--- src/sfppf_defines.svh ---
// register offsets, field positions and reset values of the sideband pin control block
// Summary of operation
// - multipurpose and both indicator pins: function bit 0 indicator, 1 general purpose
// - a pin's trigger select acts only while its direction bit reads input
// - trigger codes: 000 none, 010 low, 011 high, 100 fall, 101 rise, 111 both
// - serial clock and data pins: bit 0 serial interface, 1 general purpose
// - transmit-off function field: 00 indicator, 01 general purpose, 10 register controlled
// - register controlled transmit-off is an output; its enable, data, direction writes ignored
// - single-lane mode: transmit-off high when global or lane-0 disable bit set
// - four-lane mode: transmit-off pin k high when global or lane-k disable set
// - transmit-disable bits also shut down the transmit path of the coding layer
// - receive-loss function 0 forces the pin to input, direction writes ignored
// - signal detect needs both receive-loss pin and lane receiver reporting signal
// - receive-loss function 1: signal detect from lane receiver status alone
// - receive-loss level and interrupt status always update, whatever the function bit
// - single-lane mode: receive-loss is lane 0 detect, shown in detect bits 0 and 1
// - four-lane mode: receive-loss pin k is lane k detect, port 0 bit k+1
// - four-lane mode: port 0 global detect bit set only when all lanes detect
// - transmit-fault function 0: input pin drives fault status, direction writes ignored
// - transmit-fault function 1: fault status bit always reads 0
// - transmit-fault level and interrupt status always update, whatever the function bit
// - single-lane mode: port fault status follows its own transmit-fault pin
// - four-lane mode: port 0 fault status set while any transmit-fault pin high
// - indicator-capable pins follow indicator logic unless general purpose or register controlled transmit-off; drive open drain
`ifndef SFPPF_DEFINES_SVH
`define SFPPF_DEFINES_SVH
// register indices; byte address is four times the index
`define SFPPF_IDX_INT_ENABLE   16'hf010
`define SFPPF_IDX_INT_STATUS   16'hf011
`define SFPPF_IDX_PIN_DATA     16'hf012
`define SFPPF_IDX_DIRECTION    16'hf013
`define SFPPF_IDX_SFP_FUNC     16'hf014
`define SFPPF_IDX_LED_FUNC     16'hf015
`define SFPPF_IDX_SER_FUNC     16'hf016
`define SFPPF_IDX_PCS_MODE     16'hf0f0
`define SFPPF_IDX_TX_FAULT     16'h0008
`define SFPPF_IDX_TX_DISABLE   16'h0009
`define SFPPF_IDX_SIG_DETECT   16'h000a
// address fields: word index in bits 17:2, port in bits 19:18
`define SFPPF_ADDR_IDX_LSB     2
`define SFPPF_ADDR_PORT_LSB    18
// pin numbering inside the per-port 12-bit vectors
`define SFPPF_PIN_MOD_ABS      0
`define SFPPF_PIN_TX_FAULT     1
`define SFPPF_PIN_RX_LOSS      2
`define SFPPF_PIN_GPIO         3
`define SFPPF_PIN_IND_ZERO     4
`define SFPPF_PIN_IND_ONE      5
`define SFPPF_PIN_MULTI        6
`define SFPPF_PIN_TIME_OF_DAY  7
`define SFPPF_PIN_TX_OFF       8
`define SFPPF_PIN_SER_DATA     10
`define SFPPF_PIN_SER_CLOCK    11
// field positions
`define SFPPF_RX_LOSS_FN_BIT   11
`define SFPPF_TX_FAULT_FN_BIT  7
`define SFPPF_TX_OFF_FN_LSB    3
`define SFPPF_FAULT_STAT_BIT   11
// reset values
`define SFPPF_FUNC_RESET       16'h0000
`define SFPPF_REG_RESET        16'h0000
`define SFPPF_PCS_RESET        2'h0
// bus responses
`define SFPPF_RESP_OKAY        2'h0
`define SFPPF_RESP_SLVERR      2'h2
`endif

--- src/sfppf_pkg.sv ---
// types shared by the sideband pin control block
`default_nettype none
package sfppf_pkg;
   // coding layer mode of a port
   typedef enum logic [1:0] {
      SFPPF_PCS_1000X  = 2'h0,
      SFPPF_PCS_10GR   = 2'h1,
      SFPPF_PCS_XAUI   = 2'h2,
      SFPPF_PCS_40GR4  = 2'h3
   } sfppf_pcs_mode_t;
   // interrupt trigger select codes
   typedef enum logic [2:0] {
      SFPPF_TRIG_NONE  = 3'h0,
      SFPPF_TRIG_LOW   = 3'h2,
      SFPPF_TRIG_HIGH  = 3'h3,
      SFPPF_TRIG_FALL  = 3'h4,
      SFPPF_TRIG_RISE  = 3'h5,
      SFPPF_TRIG_BOTH  = 3'h7
   } sfppf_trig_t;
   // transmit-off function field values
   typedef enum logic [1:0] {
      SFPPF_TXOFF_IND  = 2'h0,
      SFPPF_TXOFF_GPIO = 2'h1,
      SFPPF_TXOFF_REG  = 2'h2
   } sfppf_txoff_fn_t;
endpackage
`default_nettype wire

--- src/sfppf_top.sv ---
// sideband pin function control for four optical module ports, AXI4-Lite slave
//
// Implementation choice: the AXI4-Lite interface to the registers.
`include "sfppf_defines.svh"
`default_nettype none
module sfppf_top
   import sfppf_pkg::*;
(
   input  wire logic              aclk,             // 10 MHz clock
   input  wire logic              aresetn,          // synchronous reset, active low
   input  wire logic [31:0]       s_axi_awaddr,     // write address
   input  wire logic [2:0]        s_axi_awprot,     // unused protection
   input  wire logic              s_axi_awvalid,    // write address valid
   output logic                   s_axi_awready,    // write address ready
   input  wire logic [31:0]       s_axi_wdata,      // write data
   input  wire logic [3:0]        s_axi_wstrb,      // write byte strobes
   input  wire logic              s_axi_wvalid,     // write data valid
   output logic                   s_axi_wready,     // write data ready
   output logic [1:0]             s_axi_bresp,      // write response
   output logic                   s_axi_bvalid,     // write response valid
   input  wire logic              s_axi_bready,     // write response ready
   input  wire logic [31:0]       s_axi_araddr,     // read address
   input  wire logic [2:0]        s_axi_arprot,     // unused protection
   input  wire logic              s_axi_arvalid,    // read address valid
   output logic                   s_axi_arready,    // read address ready
   output logic [31:0]            s_axi_rdata,      // read data
   output logic [1:0]             s_axi_rresp,      // read response
   output logic                   s_axi_rvalid,     // read data valid
   input  wire logic              s_axi_rready,     // read data ready
   input  wire logic [3:0][11:0]  pin_in,           // pin levels per port
   output logic [3:0][11:0]       pin_out,          // pin output levels
   output logic [3:0][11:0]       pin_oe,           // pin output enables
   input  wire logic [3:0][4:0]   indicator_low,    // indicator logic pulls low, pins 8..4
   input  wire logic [3:0][1:0]   serial_low,       // serial engine pulls low, {clock,data}
   input  wire logic [3:0]        lane_rx_signal,   // lane receivers see a signal
   output logic [3:0]             pcs_tx_disable    // transmit path shut-off per lane
);

   // trigger select field of a pin, spread across three registers
   function automatic logic [2:0] trig_sel(input int b, input logic [15:0] f14,
                                           input logic [15:0] f15, input logic [15:0] f16);
      logic [2:0] s;
      s = 3'h0;
      if (b < 4) begin
         s = f14[b*4 +: 3];
      end else if (b < 8) begin
         s = f15[(b-4)*4 +: 3];
      end else if (b == `SFPPF_PIN_TX_OFF) begin
         s = f16[2:0];
      end else if (b > 9) begin
         s = f16[(b-8)*4 +: 3];
      end
      return s;
   endfunction

   // pin set to general purpose use
   function automatic logic is_gpio(input int b, input logic [15:0] f15,
                                    input logic [15:0] f16);
      logic g;
      g = 1'b0;
      if (b == `SFPPF_PIN_MOD_ABS || b == `SFPPF_PIN_GPIO) begin
         g = 1'b1;
      end else if (b >= `SFPPF_PIN_IND_ZERO && b <= `SFPPF_PIN_TIME_OF_DAY) begin
         g = f15[(b-4)*4 + 3];
      end else if (b == `SFPPF_PIN_TX_OFF) begin
         g = (f16[4:3] == SFPPF_TXOFF_GPIO);
      end else if (b > 9) begin
         g = f16[(b-8)*4 + 3];
      end
      return g;
   endfunction

   // byte-strobe merge into a 16-bit register
   function automatic logic [15:0] merge(input logic [15:0] old, input logic [31:0] wd,
                                         input logic [3:0] st);
      logic [15:0] m;
      m = old;
      if (st[0]) begin
         m[7:0] = wd[7:0];
      end
      if (st[1]) begin
         m[15:8] = wd[15:8];
      end
      return m;
   endfunction

   // register state
   logic [15:0] ien_q [4];
   logic [15:0] ien_d [4];
   logic [15:0] ists_q [4];
   logic [15:0] ists_d [4];
   logic [15:0] odat_q [4];
   logic [15:0] odat_d [4];
   logic [15:0] dir_q [4];
   logic [15:0] dir_d [4];
   logic [15:0] f14_q [4];
   logic [15:0] f14_d [4];
   logic [15:0] f15_q [4];
   logic [15:0] f15_d [4];
   logic [15:0] f16_q [4];
   logic [15:0] f16_d [4];
   logic [15:0] txd_q [4];
   logic [15:0] txd_d [4];
   sfppf_pcs_mode_t pcs_q [4];
   sfppf_pcs_mode_t pcs_d [4];
   logic [3:0][11:0] prev_q, prev_d;
   logic [3:0][11:0] armed_q, armed_d;
   logic [3:0][11:0] out_q, out_d;
   logic [3:0][11:0] oe_q, oe_d;
   logic [3:0]       ptx_q, ptx_d;
   // bus state
   logic        awr_q, awr_d, wr_q, wr_d, bv_q, bv_d, arr_q, arr_d, rv_q, rv_d;
   logic [31:0] awa_q, awa_d, wda_q, wda_d, rdat_q, rdat_d;
   logic [3:0]  wst_q, wst_d;
   logic        awh_q, awh_d, wh_q, wh_d;   // write address, write data held
   logic [1:0]  bresp_q, bresp_d, rresp_q, rresp_d;
   // derived per-port views
   logic        quad;
   logic [3:0]  sd_lane, fault_pin, tx_off_lvl;
   logic [3:0][11:0] dir_eff;
   logic [3:0][15:0] fault_reg, sdet_reg;

   // port views; four-lane mode hands ports 1 to 3 over to port 0 state
   always_comb begin
      quad = pcs_q[0][1];
      for (int p = 0; p < 4; p++) begin
         int cp;
         cp = quad ? 0 : p;
         if (f14_q[cp][`SFPPF_RX_LOSS_FN_BIT]) begin
            sd_lane[p] = lane_rx_signal[p];
         end else begin
            sd_lane[p] = lane_rx_signal[p] & ~pin_in[p][`SFPPF_PIN_RX_LOSS];
         end
         fault_pin[p] = ~f14_q[cp][`SFPPF_TX_FAULT_FN_BIT] &
                        pin_in[p][`SFPPF_PIN_TX_FAULT];
         if (quad) begin
            tx_off_lvl[p] = txd_q[0][0] | txd_q[0][p+1];
         end else begin
            tx_off_lvl[p] = txd_q[p][0] | txd_q[p][1];
         end
         for (int b = 0; b < 12; b++) begin
            dir_eff[p][b] = dir_q[p][b];
         end
         if (!f14_q[cp][`SFPPF_RX_LOSS_FN_BIT]) begin
            dir_eff[p][`SFPPF_PIN_RX_LOSS] = 1'b0;
         end
         if (!f14_q[cp][`SFPPF_TX_FAULT_FN_BIT]) begin
            dir_eff[p][`SFPPF_PIN_TX_FAULT] = 1'b0;
         end
         if (f16_q[cp][4:3] == SFPPF_TXOFF_REG) begin
            dir_eff[p][`SFPPF_PIN_TX_OFF] = 1'b1;
         end
      end
      // status registers of the standard block
      for (int p = 0; p < 4; p++) begin
         fault_reg[p] = 16'h0000;
         sdet_reg[p] = 16'h0000;
         if (!quad) begin
            fault_reg[p][`SFPPF_FAULT_STAT_BIT] = fault_pin[p];
            sdet_reg[p][1:0] = {2{sd_lane[p]}};
         end
      end
      if (quad) begin
         fault_reg[0][`SFPPF_FAULT_STAT_BIT] = |fault_pin;
         sdet_reg[0][4:1] = sd_lane;
         sdet_reg[0][0] = &sd_lane;
      end
   end

   // pin drive, interrupt status and shut-off outputs
   always_comb begin
      for (int p = 0; p < 4; p++) begin
         int cp;
         logic [2:0] sel;
         logic ev;
         logic lvl;
         cp = quad ? 0 : p;
         sel = 3'h0;
         ev = 1'b0;
         lvl = 1'b0;
         ists_d[p] = ists_q[p];
         // read of the status register clears it; a new event wins
         if (rv_d && !rv_q && awa_idx_read(s_axi_araddr) == `SFPPF_IDX_INT_STATUS
             && s_axi_araddr[`SFPPF_ADDR_PORT_LSB +: 2] == 2'(p)) begin
            ists_d[p] = 16'h0000;
         end
         ptx_d[p] = |txd_q[p][4:0];
         if (quad) begin
            ptx_d[p] = txd_q[0][0] | txd_q[0][p+1];
         end
         for (int b = 0; b < 12; b++) begin
            lvl = pin_in[p][b];
            sel = trig_sel(b, f14_q[p], f15_q[p], f16_q[p]);
            ev = 1'b0;
            unique case (sel)
               SFPPF_TRIG_LOW:  ev = ~lvl;
               SFPPF_TRIG_HIGH: ev = lvl;
               SFPPF_TRIG_FALL: ev = armed_q[p][b] & prev_q[p][b] & ~lvl;
               SFPPF_TRIG_RISE: ev = armed_q[p][b] & ~prev_q[p][b] & lvl;
               SFPPF_TRIG_BOTH: ev = armed_q[p][b] & (prev_q[p][b] ^ lvl);
               default:         ev = 1'b0;                                       // none, reserved
            endcase
            // receive-loss and transmit-fault update in either function
            if (!dir_eff[p][b] && (is_gpio(b, f15_q[p], f16_q[p]) ||
                b == `SFPPF_PIN_RX_LOSS || b == `SFPPF_PIN_TX_FAULT) && ev) begin
               ists_d[p][b] = 1'b1;
            end
            // an output-to-input change arms edges one cycle later, so no false edge
            armed_d[p][b] = ~dir_eff[p][b];
            prev_d[p][b] = lvl;
            out_d[p][b] = 1'b0;
            oe_d[p][b] = 1'b0;
            if (b == `SFPPF_PIN_TX_OFF && f16_q[cp][4:3] == SFPPF_TXOFF_REG) begin
               out_d[p][b] = tx_off_lvl[p];
               oe_d[p][b] = 1'b1;
            end else if (is_gpio(b, f15_q[cp], f16_q[cp])) begin
               out_d[p][b] = odat_q[p][b];
               oe_d[p][b] = dir_eff[p][b];
            end else if (b >= `SFPPF_PIN_IND_ZERO && b <= `SFPPF_PIN_TX_OFF) begin
               oe_d[p][b] = indicator_low[p][b-4];
            end else if (b > 9) begin
               oe_d[p][b] = serial_low[p][b-10];
            end else if (b < 3) begin
               out_d[p][b] = odat_q[p][b];
               oe_d[p][b] = dir_eff[p][b];
            end
         end
      end
   end

   // word index of an address
   function automatic logic [15:0] awa_idx_read(input logic [31:0] a);
      return a[`SFPPF_ADDR_IDX_LSB +: 16];
   endfunction

   // bus slave: address and data taken in either order, response after both
   always_comb begin
      logic [15:0] idx;
      logic [1:0]  prt;
      logic [15:0] wv;
      logic [15:0] keep;
      idx = 16'h0000;
      prt = 2'h0;
      wv = 16'h0000;
      keep = 16'h0000;
      awr_d = awr_q;
      wr_d = wr_q;
      awh_d = awh_q;
      wh_d = wh_q;
      bv_d = bv_q;
      arr_d = arr_q;
      rv_d = rv_q;
      awa_d = awa_q;
      wda_d = wda_q;
      wst_d = wst_q;
      rdat_d = rdat_q;
      bresp_d = bresp_q;
      rresp_d = rresp_q;
      for (int p = 0; p < 4; p++) begin
         ien_d[p] = ien_q[p];
         odat_d[p] = odat_q[p];
         dir_d[p] = dir_q[p];
         f14_d[p] = f14_q[p];
         f15_d[p] = f15_q[p];
         f16_d[p] = f16_q[p];
         txd_d[p] = txd_q[p];
         pcs_d[p] = pcs_q[p];
      end
      if (s_axi_awvalid && awr_q) begin
         awa_d = s_axi_awaddr;
         awh_d = 1'b1;
      end
      if (s_axi_wvalid && wr_q) begin
         wda_d = s_axi_wdata;
         wst_d = s_axi_wstrb;
         wh_d = 1'b1;
      end
      // fire only on a held pair; low readies alone also mean reset
      if (awh_q && wh_q && !bv_q) begin
         awh_d = 1'b0;
         wh_d = 1'b0;
         idx = awa_idx_read(awa_q);
         prt = awa_q[`SFPPF_ADDR_PORT_LSB +: 2];
         bv_d = 1'b1;
         bresp_d = `SFPPF_RESP_OKAY;
         // bits forced by the sideband functions refuse writes
         keep = 16'h0000;
         if (f16_q[prt][4:3] == SFPPF_TXOFF_REG) begin
            keep[`SFPPF_PIN_TX_OFF] = 1'b1;
         end
         unique case (idx)
            `SFPPF_IDX_INT_ENABLE: begin
               wv = merge(ien_q[prt], wda_q, wst_q);
               ien_d[prt] = (wv & ~keep) | (ien_q[prt] & keep);
            end
            `SFPPF_IDX_PIN_DATA: begin
               wv = merge(odat_q[prt], wda_q, wst_q);
               odat_d[prt] = (wv & ~keep) | (odat_q[prt] & keep);
            end
            `SFPPF_IDX_DIRECTION: begin
               keep[`SFPPF_PIN_RX_LOSS] = ~f14_q[prt][`SFPPF_RX_LOSS_FN_BIT];
               keep[`SFPPF_PIN_TX_FAULT] = ~f14_q[prt][`SFPPF_TX_FAULT_FN_BIT];
               wv = merge(dir_q[prt], wda_q, wst_q);
               dir_d[prt] = (wv & ~keep) | (dir_q[prt] & keep);
            end
            `SFPPF_IDX_SFP_FUNC:   f14_d[prt] = merge(f14_q[prt], wda_q, wst_q);
            `SFPPF_IDX_LED_FUNC:   f15_d[prt] = merge(f15_q[prt], wda_q, wst_q);
            `SFPPF_IDX_SER_FUNC:   f16_d[prt] = merge(f16_q[prt], wda_q, wst_q);
            `SFPPF_IDX_TX_DISABLE: txd_d[prt] = merge(txd_q[prt], wda_q, wst_q);
            `SFPPF_IDX_PCS_MODE: begin
               if (wst_q[0]) begin
                  pcs_d[prt] = sfppf_pcs_mode_t'(wda_q[1:0]);
               end
            end
            `SFPPF_IDX_INT_STATUS, `SFPPF_IDX_TX_FAULT, `SFPPF_IDX_SIG_DETECT: begin
               // read-only, write dropped
            end
            default: bresp_d = `SFPPF_RESP_SLVERR;
         endcase
         if (awa_q[1:0] != 2'h0 || awa_q[31:20] != 12'h000) begin
            bresp_d = `SFPPF_RESP_SLVERR;
         end
      end
      if (bv_q && s_axi_bready) begin
         bv_d = 1'b0;
      end
      // read path, one outstanding
      if (s_axi_arvalid && arr_q) begin
         idx = awa_idx_read(s_axi_araddr);
         prt = s_axi_araddr[`SFPPF_ADDR_PORT_LSB +: 2];
         arr_d = 1'b0;
         rv_d = 1'b1;
         rresp_d = `SFPPF_RESP_OKAY;
         rdat_d = 32'h0000_0000;
         unique case (idx)
            `SFPPF_IDX_INT_ENABLE: rdat_d[15:0] = ien_q[prt];
            `SFPPF_IDX_INT_STATUS: rdat_d[15:0] = ists_q[prt];
            `SFPPF_IDX_PIN_DATA:   rdat_d[11:0] = pin_in[prt];
            `SFPPF_IDX_DIRECTION:  rdat_d[11:0] = dir_eff[prt];
            `SFPPF_IDX_SFP_FUNC:   rdat_d[15:0] = f14_q[prt];
            `SFPPF_IDX_LED_FUNC:   rdat_d[15:0] = f15_q[prt];
            `SFPPF_IDX_SER_FUNC:   rdat_d[15:0] = f16_q[prt];
            `SFPPF_IDX_TX_DISABLE: rdat_d[15:0] = txd_q[prt];
            `SFPPF_IDX_TX_FAULT:   rdat_d[15:0] = fault_reg[prt];
            `SFPPF_IDX_SIG_DETECT: rdat_d[15:0] = sdet_reg[prt];
            `SFPPF_IDX_PCS_MODE:   rdat_d[1:0] = pcs_q[prt];
            default:               rresp_d = `SFPPF_RESP_SLVERR;
         endcase
         if (s_axi_araddr[1:0] != 2'h0 || s_axi_araddr[31:20] != 12'h000) begin
            rresp_d = `SFPPF_RESP_SLVERR;
            rdat_d = 32'h0000_0000;
         end
      end
      if (rv_q && s_axi_rready) begin
         rv_d = 1'b0;
      end
      // ready while nothing is held or owed, so it rises one edge after reset
      awr_d = !awh_d && !bv_d;
      wr_d = !wh_d && !bv_d;
      arr_d = !rv_d;
   end

   // every register, outputs straight from flops
   always_ff @(posedge aclk) begin
      if (!aresetn) begin
         for (int p = 0; p < 4; p++) begin
            ien_q[p] <= `SFPPF_REG_RESET;
            ists_q[p] <= `SFPPF_REG_RESET;
            odat_q[p] <= `SFPPF_REG_RESET;
            dir_q[p] <= `SFPPF_REG_RESET;
            f14_q[p] <= `SFPPF_FUNC_RESET;
            f15_q[p] <= `SFPPF_FUNC_RESET;
            f16_q[p] <= `SFPPF_FUNC_RESET;
            txd_q[p] <= `SFPPF_REG_RESET;
            pcs_q[p] <= sfppf_pcs_mode_t'(`SFPPF_PCS_RESET);
         end
         prev_q <= '0;
         armed_q <= '0;
         out_q <= '0;
         oe_q <= '0;
         ptx_q <= 4'h0;
         awr_q <= 1'b0;
         wr_q <= 1'b0;
         awh_q <= 1'b0;
         wh_q <= 1'b0;
         bv_q <= 1'b0;
         arr_q <= 1'b0;
         rv_q <= 1'b0;
         awa_q <= 32'h0000_0000;
         wda_q <= 32'h0000_0000;
         wst_q <= 4'h0;
         rdat_q <= 32'h0000_0000;
         bresp_q <= 2'h0;
         rresp_q <= 2'h0;
      end else begin
         ien_q <= ien_d;
         ists_q <= ists_d;
         odat_q <= odat_d;
         dir_q <= dir_d;
         f14_q <= f14_d;
         f15_q <= f15_d;
         f16_q <= f16_d;
         txd_q <= txd_d;
         pcs_q <= pcs_d;
         prev_q <= prev_d;
         armed_q <= armed_d;
         out_q <= out_d;
         oe_q <= oe_d;
         ptx_q <= ptx_d;
         awr_q <= awr_d;
         wr_q <= wr_d;
         awh_q <= awh_d;
         wh_q <= wh_d;
         bv_q <= bv_d;
         arr_q <= arr_d;
         rv_q <= rv_d;
         awa_q <= awa_d;
         wda_q <= wda_d;
         wst_q <= wst_d;
         rdat_q <= rdat_d;
         bresp_q <= bresp_d;
         rresp_q <= rresp_d;
      end
   end

   assign s_axi_awready = awr_q;
   assign s_axi_wready = wr_q;
   assign s_axi_bvalid = bv_q;
   assign s_axi_bresp = bresp_q;
   assign s_axi_arready = arr_q;
   assign s_axi_rvalid = rv_q;
   assign s_axi_rdata = rdat_q;
   assign s_axi_rresp = rresp_q;
   assign pin_out = out_q;
   assign pin_oe = oe_q;
   assign pcs_tx_disable = ptx_q;

endmodule
`default_nettype wire

--- config.mk ---
export PLATFORM = sky130hd
export DESIGN_NAME = sfppf_top
export DESIGN_NICKNAME = d
export VERILOG_FILES = /design/src/sfppf_pkg.sv /design/src/sfppf_top.sv
export VERILOG_INCLUDE_DIRS = /design/src
export SDC_FILE = /design/constraint.sdc
export NUM_CORES = 2
export LEC_CHECK = 0
export ABC_AREA = 1
export BUFFER_PORTS_ARGS = -buffer_cell sky130_fd_sc_hd__buf_2
export CORE_UTILIZATION = 60
export DETAILED_ROUTE_END_ITERATION = 8
export HOLD_SLACK_MARGIN = 0.1
export PLACE_DENSITY_LB_ADDON = 0.12
export REMOVE_ABC_BUFFERS = 1
export SETUP_SLACK_MARGIN = 0.05
export SLEW_MARGIN = 10
export SYNTH_ARGS = -nofsm -noshare
export SYNTH_HDL_FRONTEND = slang
export SYNTH_SLANG_ARGS = --single-unit
--- constraint.sdc ---
create_clock -name aclk -period 2.1 [get_ports aclk]
set_input_delay 0.105 -clock aclk [delete_from_list [all_inputs] [get_ports aclk]]
set_output_delay 0.105 -clock aclk [all_outputs]
set_load 0.03 [all_outputs]
==> results.toml <==
[timing]
rsz0062_at_grt = "yes"
finalHoldViolations = 0
fin_setup_tns_ps = -21670
skew_ps = 37.7
fin_ws_ps = -261
drv_slew = 0
hold_ws_ps = 164
tightestPinTransition_ps = 832
fin_crit_ps = 2360
fmax_mhz = 424
finalSetupViolCount = 254
finalCritPeriodShare_pct = 112
slew_headroom_pct = 44.6

[synth]
yosysWarnings = 0
syn_area_per_cell_um2 = 6.81
netlist_area_mm2 = 0.0343
synth_top_area_cell = "dfxtp_1"
ys_async_sr_fraction_pct = 0
synth_ff_type = "dfxtp_1"
synthDistinctLibCells = 54
synth_enable_flop_cells = 0
synthDominantCellAreaShare_pct = 42.0
ys_ff_latch = 719
yosys-top-cells-area = "dfxtp_1, nand2_1, nor2_1"
synth_cells = 5033
yosysSeqAreaShare_pct = 42.0

[power]
power_mw = 31.7
p_sw_mw = 8.37
p_seq_share_pct = 44.1
p_sw_share_pct = 26.4
p_leak_nw = 18.6
vdd_drop_max_v = 0.000688
combPwrFrac_pct = 10.4
power.share.clock_pct = 45.5
power_density_mw_per_mm2 = 717
p_int_mw = 23.3

[final_layout]
fin_area_mm2 = 0.0442
most-common-layout-cells = "nand2_1, dfxtp_1, nor2_1, a21oi_1, inv_1"
finalNetCount = 5856
utilization_pct = 78.4
layout_commonest_cell = "nand2_1"
area.growth.synth_to_final_pct = 29.1
drive_gt1_share_pct = 16.4

[worst_setup_path]
cp_max_fo = 7
cpMostUsedCell = "nor2_4"
cp_slowest_cell = "dfxtp_2"
worstSetupStartpointType = "flip-flop"
crit_type = "flip-flop to flip-flop"
cpLargestDelayFamily = "simple AND/OR/NAND/NOR gates"
critPathCaptureType = "flip-flop"
cpPeakStageDelay_ps = 420
path_buf_inv = 5
critPathRequiredTime_ps = 2590
path_cells = "nand2_1 -> nor2_4 -> nand4_1 -> buf_4 -> inv_4 -> nand2_8 -> nor2_4 -> buf_12 -> buf_8 -> clkbuf_16 -> a211oi_2"
cp.arrival_ps = 2850

[clocking]
cts.sinks = 719
clk_pin_slew_ps = 70
clk_path_buf_depth = 3
cts_tree = "built"
numCtsBuffers = 75
cts_root_buffer = "clkbuf_16"
clkLatencyLatePin_ps = 650
htreeDepth = 3

[floorplanning]
start_util_pct = 60.7
fp.dieH_um = 241
row_count = 87
pin_count = 334
coreArea_mm2 = 0.0564
die_x_um = 241
die_area_mm2 = 0.0580

[status]
status = "finished, violations left"
violations = "design-rule violations, negative setup slack"

[routing]
firstDrtPassIters = 9
drcViolationCount = 38
drtIter0Drc = 6801
avgRoutedWirePerCell_um = 24.6
routed_via_density = 6.36
drt-total-wl_um = 159000
wl_met3_um = 26300
wl_met2_um = 63300
ant_nets = 0
num_vias = 41300
m1WireLength_um = 54200
maxUsedRoutingLayer = "met5"

[place]
dp_hpwl_um = 98400
portBuffers = 283
place.gp.congestion = 1.08
dpl_cell_area_mm2 = 0.0381

[global_route]
track_usage_pct = 51.2
grt_pass1_wl_um = 223000
antenna_found_initial = 12
grt_pass1_vias = 36600
grt_max_degree = 150
overflow = 0

[flow_run]
maxCapViolations = 0

[min_path]
hold_path_class = "input pin to flip-flop"
## metrics by stage
stage | std cells | worst slack, ps
after global placement | 6084 | -63.6
after CTS | 6445 | 42.6
final | 6490 | -261
after floorplan | 4759 | -2610
after detailed placement | 6084 | -34.7
after global routing | 6487 | -223
## worst paths after layout
path,to,cells past startpoint,slack (ps),startpoint
hold reg to reg,pin_out[38],2,450,odat_q[2]
hold / removal,s_axi_rresp[1],6,160,s_axi_araddr[16]
setup / recovery,f14_q[48],11,-260,awa_q[14]
setup reg to reg,f14_q[48],11,-260,awa_q[14]
## power by group through the flow
stage	Combinational [mW]	Sequential, mW	Clock, mW
2_1_floorplan	1.06	14.3	0
5_1_grt	3.34	14.0	14.9
3_3_place_gp	2.48	14.2	0
4_1_cts	2.86	13.9	14.2
6_report	3.28	14.0	14.4
3_5_place_dp	2.50	14.2	0
## synthesized netlist by cell type (22+ instances only)
cell / n
inv_2: 22
nand3_1: 119
xor2_1: 43
nor3_1: 26
clkbuf_1: 138
o21ai_0: 221
nand2_1: 1574
o22ai_1: 49
nor2_2: 26
nor2_1: 672
a21oi_1: 391
nand4_1: 110
o2111ai_1: 57
a22oi_1: 37
dfxtp_1: 719
inv_1: 338
a211oi_1: 217
buf_2: 97
buf_4: 44
## what timing repair did
| action | in CTS | in global routing |
|---|---|---|
| hold buffers | 222 | 1 |
| setup buffers | 2 | 32 |
| endpoints found under the hold margin | 235 | 4 |
| pin swaps | 1 | 28 |
| resized for setup | 5 | 217 |
| setup endpoints to repair | 16 | 438 |
| cloned | 0 | 12 |
## registers in the layout, summed over array words and instances (netlist names), 32 cells and up
signal	cells
f14_q	64
f16_q	64
odat_q	44
awa_q	32
ien_q	64
dir_eff	36
prev_q	44
armed_q	44
ists_q	44
pin_out	44
f15_q	64
txd_q	64
pin_oe	44
## worst register-to-register path, delay by kind of cell, from the launching register on
| family | cells | cell delay, ps |
|---|---|---|
| AOI/OAI and AO/OA | 1 | 70 |
| buffers and inverters | 5 | 790 |
| DFF | 1 | 420 |
| and+or+nand+nor | 5 | 950 |
## kinds of logic after synthesis
logic type | count (synthesis) | synth area share, %
AO/OA/AOI/OAI | 1039 | 18.4
XOR/XNOR | 43 | 1.10
buffers and inverters | 667 | 8.32
flip-flops | 719 | 42.0
multiplexers | 1 | 0.0292
other | 1 | 0.0109
AND/OR/NAND/NOR | 2563 | 30.2
## final cells by class
| cell class | instances | area [um^2] |
|---|---|---|
| flip-flops and latches | 719 | 14400 |
| multi-input cells | 3672 | 17700 |
| diodes | 11 | 27.5 |
| clock buffers | 105 | 2180 |
| clock inverters | 32 | 428 |
| fillers | 4019 | 12200 |
| well taps | 756 | 946 |
| inverters | 368 | 1420 |
| repair buffers | 827 | 7110 |
## metal layers
metal / vias up / global-route usage [%]
met2: 3747 / 73.8
met1: 18500 / 63.1
met4: 6 / 38.3
met5: - / 0.0842
met3: 1138 / 17.5
li1: 17800 / -
Power figures use the tool's default switching activity.
